--- config.mk ---
export PLATFORM = sky130hd
export DESIGN_NAME = ufc_fifo_setup
export DESIGN_NICKNAME = d
export VERILOG_FILES = /design/src/ufc_pkg.sv /design/src/ufc_fifo_setup.sv
export SDC_FILE = /design/constraint.sdc
export NUM_CORES = 1
export LEC_CHECK = 0
export BUFFER_PORTS_ARGS = -buffer_cell sky130_fd_sc_hd__buf_2
export CORE_ASPECT_RATIO = 1.5
export CORE_MARGIN = 5
export CORE_UTILIZATION = 44
export DETAILED_ROUTE_END_ITERATION = 10
export PLACE_DENSITY = 0.88
export SETUP_SLACK_MARGIN = 0.3
export SYNTH_ARGS = -nofsm -noshare
export SYNTH_HDL_FRONTEND = slang
export SYNTH_SLANG_ARGS = --single-unit
--- constraint.sdc ---
create_clock -name clk_sys -period 1.83 [get_ports clk_sys]
set_clock_uncertainty 0.05 [all_clocks]
set_input_delay 0.366 -clock clk_sys [delete_from_list [all_inputs] [get_ports clk_sys]]
set_output_delay 0.366 -clock clk_sys [all_outputs]
set_load 0.1 [all_outputs]
--- src/ufc_pkg.sv ---
// constants, field layout and carrier type for the uart fifo setup block
// assumes a 32-bit classic wishbone bus with byte addresses
package ufc_pkg;
  // register byte offsets
  localparam logic [3:0] SETUP_ADDR = 4'h0;
  localparam logic [3:0] ENH_ADDR = 4'h4;
  localparam logic [3:0] STAT_ADDR = 4'h8;
  // setup register fields
  localparam int RX_TRIG_LSB = 6;
  localparam int TX_TRIG_LSB = 4;
  localparam int DMA_BIT = 3;
  localparam int TX_FLUSH_BIT = 2;
  localparam int RX_FLUSH_BIT = 1;
  localparam int ENABLE_BIT = 0;
  // enhanced feature register field
  localparam int ENH_ENABLE_BIT = 4;
  localparam logic [7:0] ENH_RESET = 8'h00;
  // status register fields
  localparam int ST_RXSEL_LSB = 2;
  localparam int ST_TXSEL_LSB = 4;
  localparam int ST_RXHIT_BIT = 6;
  localparam int ST_TXHIT_BIT = 7;
  // trigger select codes
  localparam logic [1:0] TRIG_SEL_RESET = 2'h0;
  // receive trigger levels in characters
  localparam logic [6:0] RX_LVL0 = 7'h08;
  localparam logic [6:0] RX_LVL1 = 7'h10;
  localparam logic [6:0] RX_LVL2 = 7'h38;
  localparam logic [6:0] RX_LVL3 = 7'h3C;
  // transmit trigger levels in free spaces
  localparam logic [6:0] TX_LVL0 = 7'h08;
  localparam logic [6:0] TX_LVL1 = 7'h10;
  localparam logic [6:0] TX_LVL2 = 7'h20;
  localparam logic [6:0] TX_LVL3 = 7'h38;

  typedef struct packed {
    logic [1:0] rxTriggerSelect;
    logic [1:0] txTriggerSelect;
    logic dmaModeSelect;
    logic fifoEnableBit;
  } ufc_setup_type;

  localparam ufc_setup_type SETUP_RESET = '{2'h0, 2'h0, 1'b0, 1'b0};
endpackage : ufc_pkg

--- src/ufc_fifo_setup.sv ---
// fifo setup control for one uart channel, wishbone classic slave
// assumes fill and free counts come from fifo logic on clk_sys
//
// What this block does
// - the setup register is write only and reading its address gives zero.
// - bits 7:6 pick the receive trigger of 8, 16, 56 or 60 characters.
// - bits 5:4 pick the transmit trigger of 8, 16, 32 or 56 free spaces.
// - the tx trigger field is taken and applied only while enhanced is on.
// - bit 3 selects dma mode 0 or dma mode 1.
// - writing 1 to bit 2 flushes the transmit fifo once and the bit self clears.
// - writing 1 to bit 1 flushes the receive fifo once and the bit self clears.
// - bit 0 enables both fifos, and reset leaves them disabled with no flush.
// - with fifos disabled the receiver keeps each character in slot zero only.
//
// Chosen here: the register offsets and the Wishbone interface to the registers.
`timescale 1ns/1ns
`default_nettype none
module ufc_fifo_setup #(
  parameter int COUNT_W = 7
) (
  input wire logic clk_sys,
  input wire logic rst,
  input wire logic clkEnable,
  input wire logic wb_cyc_i,
  input wire logic wb_stb_i,
  input wire logic wb_we_i,
  input wire logic [3:0] wb_adr_i,
  input wire logic [3:0] wb_sel_i,
  input wire logic [31:0] wb_dat_i,
  output logic [31:0] wb_dat_o,
  output logic wb_ack_o,
  input wire logic [COUNT_W-1:0] rxFillCount,
  input wire logic [COUNT_W-1:0] txFreeCount,
  output logic fifoEnable,
  output logic dmaMode,
  output logic txFifoFlush,
  output logic rxFifoFlush,
  output logic rxSingleSlot,
  output logic [COUNT_W-1:0] rxTriggerLevel,
  output logic [COUNT_W-1:0] txTriggerLevel,
  output logic rxTriggerHit,
  output logic txTriggerHit
);
  ufc_pkg::ufc_setup_type setup, next_setup;
  logic [7:0] enhancedFeatureReg, next_enhancedFeatureReg;
  logic [31:0] next_wb_dat_o;
  logic next_wb_ack_o;
  logic next_txFifoFlush, next_rxFifoFlush;
  logic [COUNT_W-1:0] next_rxTriggerLevel, next_txTriggerLevel;
  logic next_rxTriggerHit, next_txTriggerHit;
  logic enhOn, writeLane, request;
  logic [1:0] txSelApplied;
  logic [7:0] statusByte;
  logic setupSel;
  logic enhSel;
  logic statSel;
  logic readReq;

  function automatic logic [COUNT_W-1:0] rxLevel(input logic [1:0] sel);
    logic [6:0] lvl;
    lvl = ufc_pkg::RX_LVL0;
    case (sel)
      2'h1: lvl = ufc_pkg::RX_LVL1;
      2'h2: lvl = ufc_pkg::RX_LVL2;
      2'h3: lvl = ufc_pkg::RX_LVL3;
      default: lvl = ufc_pkg::RX_LVL0;
    endcase
    return COUNT_W'(lvl);
  endfunction : rxLevel

  function automatic logic [COUNT_W-1:0] txLevel(input logic [1:0] sel);
    logic [6:0] lvl;
    lvl = ufc_pkg::TX_LVL0;
    case (sel)
      2'h1: lvl = ufc_pkg::TX_LVL1;
      2'h2: lvl = ufc_pkg::TX_LVL2;
      2'h3: lvl = ufc_pkg::TX_LVL3;
      default: lvl = ufc_pkg::TX_LVL0;
    endcase
    return COUNT_W'(lvl);
  endfunction : txLevel

  // bus handshake: one registered ack per request, data only on reads
  // a registered ack costs a cycle of latency but keeps the bus path short
  // clkEnable low freezes ack too, so a master simply waits longer
  always_comb begin
    // ack held low one cycle between requests keeps every access single
    request = wb_cyc_i && wb_stb_i && !wb_ack_o;
    readReq = request && !wb_we_i;
    setupSel = wb_adr_i == ufc_pkg::SETUP_ADDR;
    enhSel = wb_adr_i == ufc_pkg::ENH_ADDR;
    statSel = wb_adr_i == ufc_pkg::STAT_ADDR;
    next_wb_ack_o = request;
    next_wb_dat_o = 32'h0000_0000;

    if (readReq) begin
      if (setupSel) begin
        // write only: software cannot read back its own setup
        next_wb_dat_o = 32'h0000_0000;
      end else if (enhSel) begin
        next_wb_dat_o[7:0] = enhancedFeatureReg;
      end else if (statSel) begin
        next_wb_dat_o[7:0] = statusByte;
      end else begin
        // unmapped reads answer zero rather than stall the bus
        next_wb_dat_o = 32'h0000_0000;
      end
    end
  end

  always_ff @(posedge clk_sys or posedge rst) begin
    if (rst) begin
      wb_dat_o <= 32'h0000_0000;
      wb_ack_o <= 1'b0;
    end else if (clkEnable) begin
      // data falls back to zero in every cycle that answers no read
      wb_dat_o <= next_wb_dat_o;
      wb_ack_o <= next_wb_ack_o;
    end
  end

  // status view of what is applied, not of what was last written
  // the tx select shown is the applied one, so it reads 0 with enhanced off
  always_comb begin
    statusByte = 8'h00;
    statusByte[ufc_pkg::ENABLE_BIT] = setup.fifoEnableBit;
    // the dma bit sits just above enable in the status byte
    statusByte[ufc_pkg::DMA_BIT - 2] = setup.dmaModeSelect;
    statusByte[ufc_pkg::ST_RXSEL_LSB +: 2] = setup.rxTriggerSelect;
    statusByte[ufc_pkg::ST_TXSEL_LSB +: 2] = txSelApplied;
    statusByte[ufc_pkg::ST_RXHIT_BIT] = rxTriggerHit;
    statusByte[ufc_pkg::ST_TXHIT_BIT] = txTriggerHit;
  end

  // setup storage, enhanced feature register and flush strobes
  // flush bits keep no state, so a read never shows a pending flush
  // rx select, dma and enable are taken whatever the enhanced bit says
  always_comb begin
    enhOn = enhancedFeatureReg[ufc_pkg::ENH_ENABLE_BIT];
    // byte lane zero carries every 8-bit register
    writeLane = request && wb_we_i && wb_sel_i[0];
    next_setup = setup;
    next_enhancedFeatureReg = enhancedFeatureReg;
    // flush strobes last one cycle so the bits read back as cleared
    next_txFifoFlush = 1'b0;
    next_rxFifoFlush = 1'b0;

    if (writeLane && setupSel) begin
      next_setup.rxTriggerSelect =
        wb_dat_i[ufc_pkg::RX_TRIG_LSB +: 2];
      // tx field needs enhanced functions on, else the old value stays
      if (enhOn) begin
        next_setup.txTriggerSelect =
          wb_dat_i[ufc_pkg::TX_TRIG_LSB +: 2];
      end
      next_setup.dmaModeSelect = wb_dat_i[ufc_pkg::DMA_BIT];
      next_txFifoFlush = wb_dat_i[ufc_pkg::TX_FLUSH_BIT];
      next_rxFifoFlush = wb_dat_i[ufc_pkg::RX_FLUSH_BIT];
      next_setup.fifoEnableBit = wb_dat_i[ufc_pkg::ENABLE_BIT];
    end else if (writeLane && enhSel) begin
      next_enhancedFeatureReg = wb_dat_i[7:0];
    end
  end

  always_ff @(posedge clk_sys or posedge rst) begin
    if (rst) begin
      setup <= ufc_pkg::SETUP_RESET;
      enhancedFeatureReg <= ufc_pkg::ENH_RESET;
      fifoEnable <= 1'b0;
      dmaMode <= 1'b0;
      txFifoFlush <= 1'b0;
      rxFifoFlush <= 1'b0;
      rxSingleSlot <= 1'b1;
    end else if (clkEnable) begin
      setup <= next_setup;
      enhancedFeatureReg <= next_enhancedFeatureReg;
      fifoEnable <= next_setup.fifoEnableBit;
      dmaMode <= next_setup.dmaModeSelect;
      txFifoFlush <= next_txFifoFlush;
      rxFifoFlush <= next_rxFifoFlush;
      // single slot follows enable so the receiver never sees both modes
      rxSingleSlot <= !next_setup.fifoEnableBit;
    end
  end

  // trigger levels and threshold compares for dma and interrupt logic
  // levels are registered, but the compares read the unregistered next levels
  always_comb begin
    // stored tx field stays but falls back to the reset level when off
    txSelApplied = enhOn ? setup.txTriggerSelect
                         : ufc_pkg::TRIG_SEL_RESET;
    next_rxTriggerLevel = rxLevel(setup.rxTriggerSelect);
    next_txTriggerLevel = txLevel(txSelApplied);

    // compare lags the count by one cycle, fine for trigger use
    // an equal count is a hit, so a threshold reached exactly is seen
    next_rxTriggerHit = rxFillCount >= next_rxTriggerLevel;
    next_txTriggerHit = txFreeCount >= next_txTriggerLevel;
  end

  always_ff @(posedge clk_sys or posedge rst) begin
    if (rst) begin
      rxTriggerLevel <= COUNT_W'(ufc_pkg::RX_LVL0);
      txTriggerLevel <= COUNT_W'(ufc_pkg::TX_LVL0);
      rxTriggerHit <= 1'b0;
      txTriggerHit <= 1'b0;
    end else if (clkEnable) begin
      rxTriggerLevel <= next_rxTriggerLevel;
      txTriggerLevel <= next_txTriggerLevel;
      rxTriggerHit <= next_rxTriggerHit;
      txTriggerHit <= next_txTriggerHit;
    end
  end
endmodule : ufc_fifo_setup
`default_nettype wire

==> Yosys cells after proc, flatten, opt, wreduce, memory -nomap -nowiden <==
Index checks and enable logic that the tools add are counted.
{ "word_totals": {"reg_bits": 66, "n_memories": 0, "latch_bits": 0, "romBits": 0, "wordCells": 49, "ramBits": 0} }
{ "op_classes": {"n_mul": 0, "reduce_logical": 14, "n_lt_le_gt_ge": 2, "n_eq_ne": 8, "add_sub_neg": 0, "n_shift": 0, "n_mux": 10, "bitwise_logic": 1, "div_mod_pow": 0} }
{ "ops": {"columns": ["cell", "n"], "rows": [
  ["6-bit one-hot mux with 3 select lines", 2],
  ["8-bit 2-to-1 mux", 4],
  ["7-bit greater-or-equal comparator", 2],
  ["2-bit == test, second input constant", 4],
  ["1-bit logical AND", 7],
  ["3-bit AND reduction", 2],
  ["2-bit by 1-bit == test with 1-bit output, second input constant", 2],
  ["4-bit by 3-bit == test with 1-bit output, second input constant", 1],
  ["4-bit == test, second input constant", 1],
  ["4-bit logical NOT", 1],
  ["1-bit logical NOT", 3],
  ["1-bit 2-to-1 mux", 3],
  ["2-bit 2-to-1 mux", 1],
  ["2-bit AND reduction", 1],
  ["1-bit inverter", 1]
]} }

==> Logic depth before layout (Yosys ltp) <==
{ "depth": {"word_depth": 7, "mapped_depth": 6, "mapped_depth_nobuf": 6} }

==> Least setup slack after synthesis <==
Ideal clock, no wire load.
{ "synth_timing": {"kind": "register -> register", "from": "register wb_ack_o", "to": "register enhancedFeatureReg[7]", "path_stages_with_launch": 5, "setup_ns": 0.127, "required_time_ns": 1.653, "arrival_time_ns": 1.841, "setup_slack_ns": -0.188, "cell_sequence": "dfrtp_1 > and3b_2 > and4_1 > buf_4 > mux2_1"} }
{ "synth_between": {"elab_chain_cells": 7} }
{ "synth_rtl": {"columns": ["element", "line_no", "rtl"], "rows": [
  ["start: declaration", "ufc_fifo_setup.sv:31", "output logic wb_ack_o,"],
  ["start signal: assignment", "ufc_fifo_setup.sv:118", "wb_ack_o <= next_wb_ack_o;"],
  ["1-bit logical NOT *", "ufc_fifo_setup.sv:88", "request = wb_cyc_i && wb_stb_i && !wb_ack_o;"],
  ["1-bit logical AND *", "ufc_fifo_setup.sv:88", null],
  ["1-bit logical AND * (2 in series)", "ufc_fifo_setup.sv:141", "writeLane = request && wb_we_i && wb_sel_i[0];"],
  ["1-bit logical AND", "ufc_fifo_setup.sv:148", "if (writeLane && setupSel) begin"],
  ["1-bit inverter (no line)", null, null],
  ["3-bit AND reduction (no line) *", null, null],
  ["end signal: assignment", "ufc_fifo_setup.sv:168", "enhancedFeatureReg <= ufc_pkg::ENH_RESET;"],
  ["end signal: assignment", "ufc_fifo_setup.sv:176", "enhancedFeatureReg <= next_enhancedFeatureReg;"],
  ["end: declaration", "ufc_fifo_setup.sv:45", "logic [7:0] enhancedFeatureReg, next_enhancedFeatureReg;"]
]} }
Every way passes the cells marked *; elsewhere a longest branch is shown, timed or not.
A chain may end at the register's enable or synchronous reset.

==> Worst setup path after layout <==
{ "layout_timing": {"from": "register enhancedFeatureReg[4]", "to": "register setup[2] (netlist name)"} }
{ "layout_between": {"elab_chain_cells": 1} }
{ "layout_rtl": {"columns": ["element", "line_no", "rtl"], "rows": [
  ["3-bit AND reduction (no line)", null, null],
  ["end signal: assignment", "ufc_fifo_setup.sv:167", "setup <= ufc_pkg::SETUP_RESET;"],
  ["end signal: assignment", "ufc_fifo_setup.sv:175", "setup <= next_setup;"],
  ["end: declaration", "ufc_fifo_setup.sv:44", "ufc_pkg::ufc_setup_type setup, next_setup;"]
]} }
Every way passes these cells.

==> run_results.csv <==
group,metric,value,unit
worst_setup_path,timing.reg2reg.worst_path_depth,4,
power_and_ir_drop,static-leakage-power,0.001304,uW
route,detail_route.wl_per_cell,16.22,um
global_routing,grt_use_met3,5.012,%
global_routing,number_of_antenna_violations_at_the_first_check_in_global_routing,0,
die,floorplan.die.width,64.51,um
timing,final_period_minus_worst_setup_slack,1.575,ns
power_and_ir_drop,design_power_total,2132,uW
yosys,yosysSeqAreaShare,44.86,%
die,chipHeight,91.76,um
global_routing,grt_pass1_wl,7541,um
yosys,netlist_instances,181,
hold_path,hold_class,"input pin to asynchronous set/reset pin",
clock_network,number_of_sinks_handled_by_clock_tree_synthesis,35,
global_routing,globalRoute.totalOverflow,0,
clock_network,worst_skew_pair.late_latency,0.29,ns
yosys,synth_compound_gate_area_share,11.36,%
clock_network,cts.hold.buffers_added,0,
placed_design,port_buffers,55,
yosys,synthXorXnorAreaFrac,0.4467,%
cells_and_area,n_antenna_cell,0,
timing,setup_repair_after_global_routing_missed_its_margin,"yes",
timing,setup_viol,0,
worst_setup_path,worst-path-max-fanout,7,
cells_and_area,finalNetCount,317,
timing,fin_tns_setup,0,ns
cells_and_area,area_growth_syn_to_layout,31.40,%
cells_and_area,final_common_cell,"sky130_fd_sc_hd__buf_2",
worst_setup_path,minimum_setup_slack_among_reg_to_reg_paths,0.25,ns
yosys,ys_async_sr_fraction,100.0,%
worst_setup_path,worst-endpoint-required,1.96,ns
route,detailed_route_drc_error_count,0,
global_routing,grt.met1_usage,16.64,%
route,vias_per_std_cell,5.094,
yosys,post_syn_area_per_cell,10.83,um^2
worst_setup_path,regToRegStartpoint,"enhancedFeatureReg[4]",
global_routing,busiest_layer,"met2",
cells_and_area,share_of_post_route_cells_with_drive_strength_above_1,49.40,%
global_routing,grt_pass1_vias,1617,
yosys,yosys.area_share.adder,4.467,%
clock_network,tritoncts,"done",
power_and_ir_drop,power-per-cell-area,827.6,nW/um^2
die,core_region_area,4282,um^2
clock_network,buffer_levels_on_the_longest_clock_path,2,
route,ant_nets,0,
timing,max_clock_freq,634.8,MHz
global_routing,groute.layer.met2.usage,30.86,%
die,io_pins,114,
yosys,yosysWarningCount,0,
route,detailed_router_iteration_count_before_antenna_repair,4,
global_routing,grt_max_degree,36,
worst_setup_path,worst_setup_path_end_kind,"register",
yosys,synth.distinct_cells,42,
die,start_util,45.79,%
yosys,synth.cell_area,1961,um^2
worst_setup_path,setup.worst_path.start_class,"register",
clock_network,clockRootBuffer,"sky130_fd_sc_hd__clkbuf_8",
worst_setup_path,worst_r2r_endpoint,"setup[2]",
timing,timing.final.crit_share,86.08,%
job,drv_cap,0,
timing,finalMaxSlewViolations,0,
yosys,synth_top_flop_cell,"sky130_fd_sc_hd__dfrtp_1",
yosys,post_synth_mux_area_share,9.764,%
die,die_area,5919,um^2
placed_design,dp_hpwl,3467,um
yosys,synth-edff-count,0,
clock_network,tritoncts.num_buffers,5,
cells_and_area,fill_cells,346,
route,vias,1513,
yosys,flops_latches_synth,35,
route,drt-total-wl,4818,um
yosys,yosys.area_share.simple,13.27,%
route,drt_iter0_drc,24,
timing,finalHoldViolations,0,
yosys,synth_top_family_by_area,"buffers and inverters",
worst_setup_path,timing.critical_path.arrival,1.70,ns
die,floorplan.rows,29,
clock_network,path_clk_slew,0.07,ns
run_status,outcome,"completed",
placed_design,place.gp.congestion,0.8489,
clock_network,h_tree_depth,2,
worst_setup_path,crit_type,"register to register",
cells_and_area,layout.cells.most_common_list,"sky130_fd_sc_hd__buf_2, sky130_fd_sc_hd__conb_1, sky130_fd_sc_hd__dfrtp_1",
global_routing,track_usage,16.71,%
power_and_ir_drop,vdd_drop_max,602.3,uV
==> layer usage <==
layer | share of wire [%] | up-vias
li1 | - | 708
met1 | 34 | 724
met2 | 57 | 74
met3 | 7.3 | 7
met4 | 1.6 | 0
met5 | 0 | -
==> metrics by stage <==
stage               worst slack, ns  util, %  area (um^2)  instances  hold WS (ns)
floorplan                    0.1040        -         2113        211        0.4090
global placement             0.1474    52.16         2233        282        0.4066
detailed placement          0.09362    52.16         2233        282        0.4233
CTS                          0.2571    58.24         2494        296        0.1165
global route                 0.1770    60.17         2576        297        0.1519
finish                       0.2548    60.17         2576        297        0.1079
==> report_power, final <==
part	internal (uW)	switching (uW)	total, uW
Sequential	800	21.7	822
Clock	441	280	720
Combinational	110	480	590
Total	1350	782	2130
==> worst max-delay path by stage <==
| stage | start | end | slack, ns | cells past startpoint |
|---|---|---|---|---|
| 2_1_floorplan | wb_ack_o | setup[2] | 0.10 | 3 |
| 3_3_place_gp | wb_adr_i[0] | enhancedFeatureReg[7] | 0.15 | 5 |
| 3_5_place_dp | wb_adr_i[0] | setup[2] | 0.09 | 5 |
| 4_1_cts | wb_ack_o | wb_dat_o[4] | 0.26 | 3 |
| 5_1_grt | wb_ack_o | wb_dat_o[3] | 0.18 | 3 |
| 6_report | enhancedFeatureReg[4] | setup[2] | 0.25 | 4 |
==> logic make-up (layout without fill, tap and decap cells) <==
kind of cell	after synthesis	after routing
compound gates	30	30
xor+xnor	1	1
fa+ha+maj	7	7
buf+inv	47	87
flops	35	35
mux	17	17
other cells	1	31
simple gates	43	43
==> cell usage after synthesis, types with 2 or more instances <==
| master | instances | share of area, % |
|---|---|---|
| sky130_fd_sc_hd__nand2_1 | 13 | 2.5 |
| sky130_fd_sc_hd__buf_4 | 32 | 12 |
| sky130_fd_sc_hd__nand4_1 | 2 | 0.64 |
| sky130_fd_sc_hd__a31oi_1 | 2 | 0.64 |
| sky130_fd_sc_hd__dfrtp_1 | 32 | 41 |
| sky130_fd_sc_hd__inv_1 | 8 | 1.5 |
| sky130_fd_sc_hd__o21ai_0 | 3 | 0.77 |
| sky130_fd_sc_hd__nor2b_1 | 6 | 1.9 |
| sky130_fd_sc_hd__o2bb2ai_1 | 2 | 0.89 |
| sky130_fd_sc_hd__dfstp_2 | 3 | 4.0 |
| sky130_fd_sc_hd__buf_2 | 2 | 0.51 |
| sky130_fd_sc_hd__nor2_1 | 8 | 1.5 |
| sky130_fd_sc_hd__clkbuf_1 | 3 | 0.57 |
| sky130_fd_sc_hd__o31ai_1 | 7 | 2.7 |
| sky130_fd_sc_hd__ha_1 | 7 | 4.5 |
| sky130_fd_sc_hd__a22oi_1 | 7 | 2.7 |
| sky130_fd_sc_hd__a21oi_1 | 4 | 1.0 |
| sky130_fd_sc_hd__mux2_2 | 16 | 9.2 |
==> timing repair <==
action | in CTS | in global routing
endpoints found under the setup margin | 23 | 33
resized for setup | 21 | 18
pin swaps | 7 | 2
setup buffers | 6 | 1
==> cell type report <==
class	instances	area [um^2]	share of cell area, %
sequential	35	885.9	34.39
timing repair buffer	71	446.7	17.34
inverter	8	30.03	1.166
tap	46	57.56	2.234
clock inverter	2	35.03	1.360
clock buffer	6	82.58	3.205
multi-input combinational	129	1039	40.31
==> flip-flops by register name, indices dropped and copies added, names as in the netlist <==
| name | cells |
|---|---|
| enhancedFeatureReg | 8 |
| rxTriggerHit | 1 |
| txTriggerLevel | 3 |
| txFifoFlush | 1 |
| setup | 6 |
| wb_ack_o | 1 |
| wb_dat_o | 8 |
| rxFifoFlush | 1 |
| rxSingleSlot | 1 |
| txTriggerHit | 1 |
| rxTriggerLevel | 4 |
==> critical path: stages (launching register included) <==
cell	delay, ns
sky130_fd_sc_hd__dfrtp_2	0.42
sky130_fd_sc_hd__nand2_1	0.16
sky130_fd_sc_hd__nor4_4	0.33
sky130_fd_sc_hd__buf_4	0.17
sky130_fd_sc_hd__mux2_2	0.33
Power figures use the tool's default switching activity.
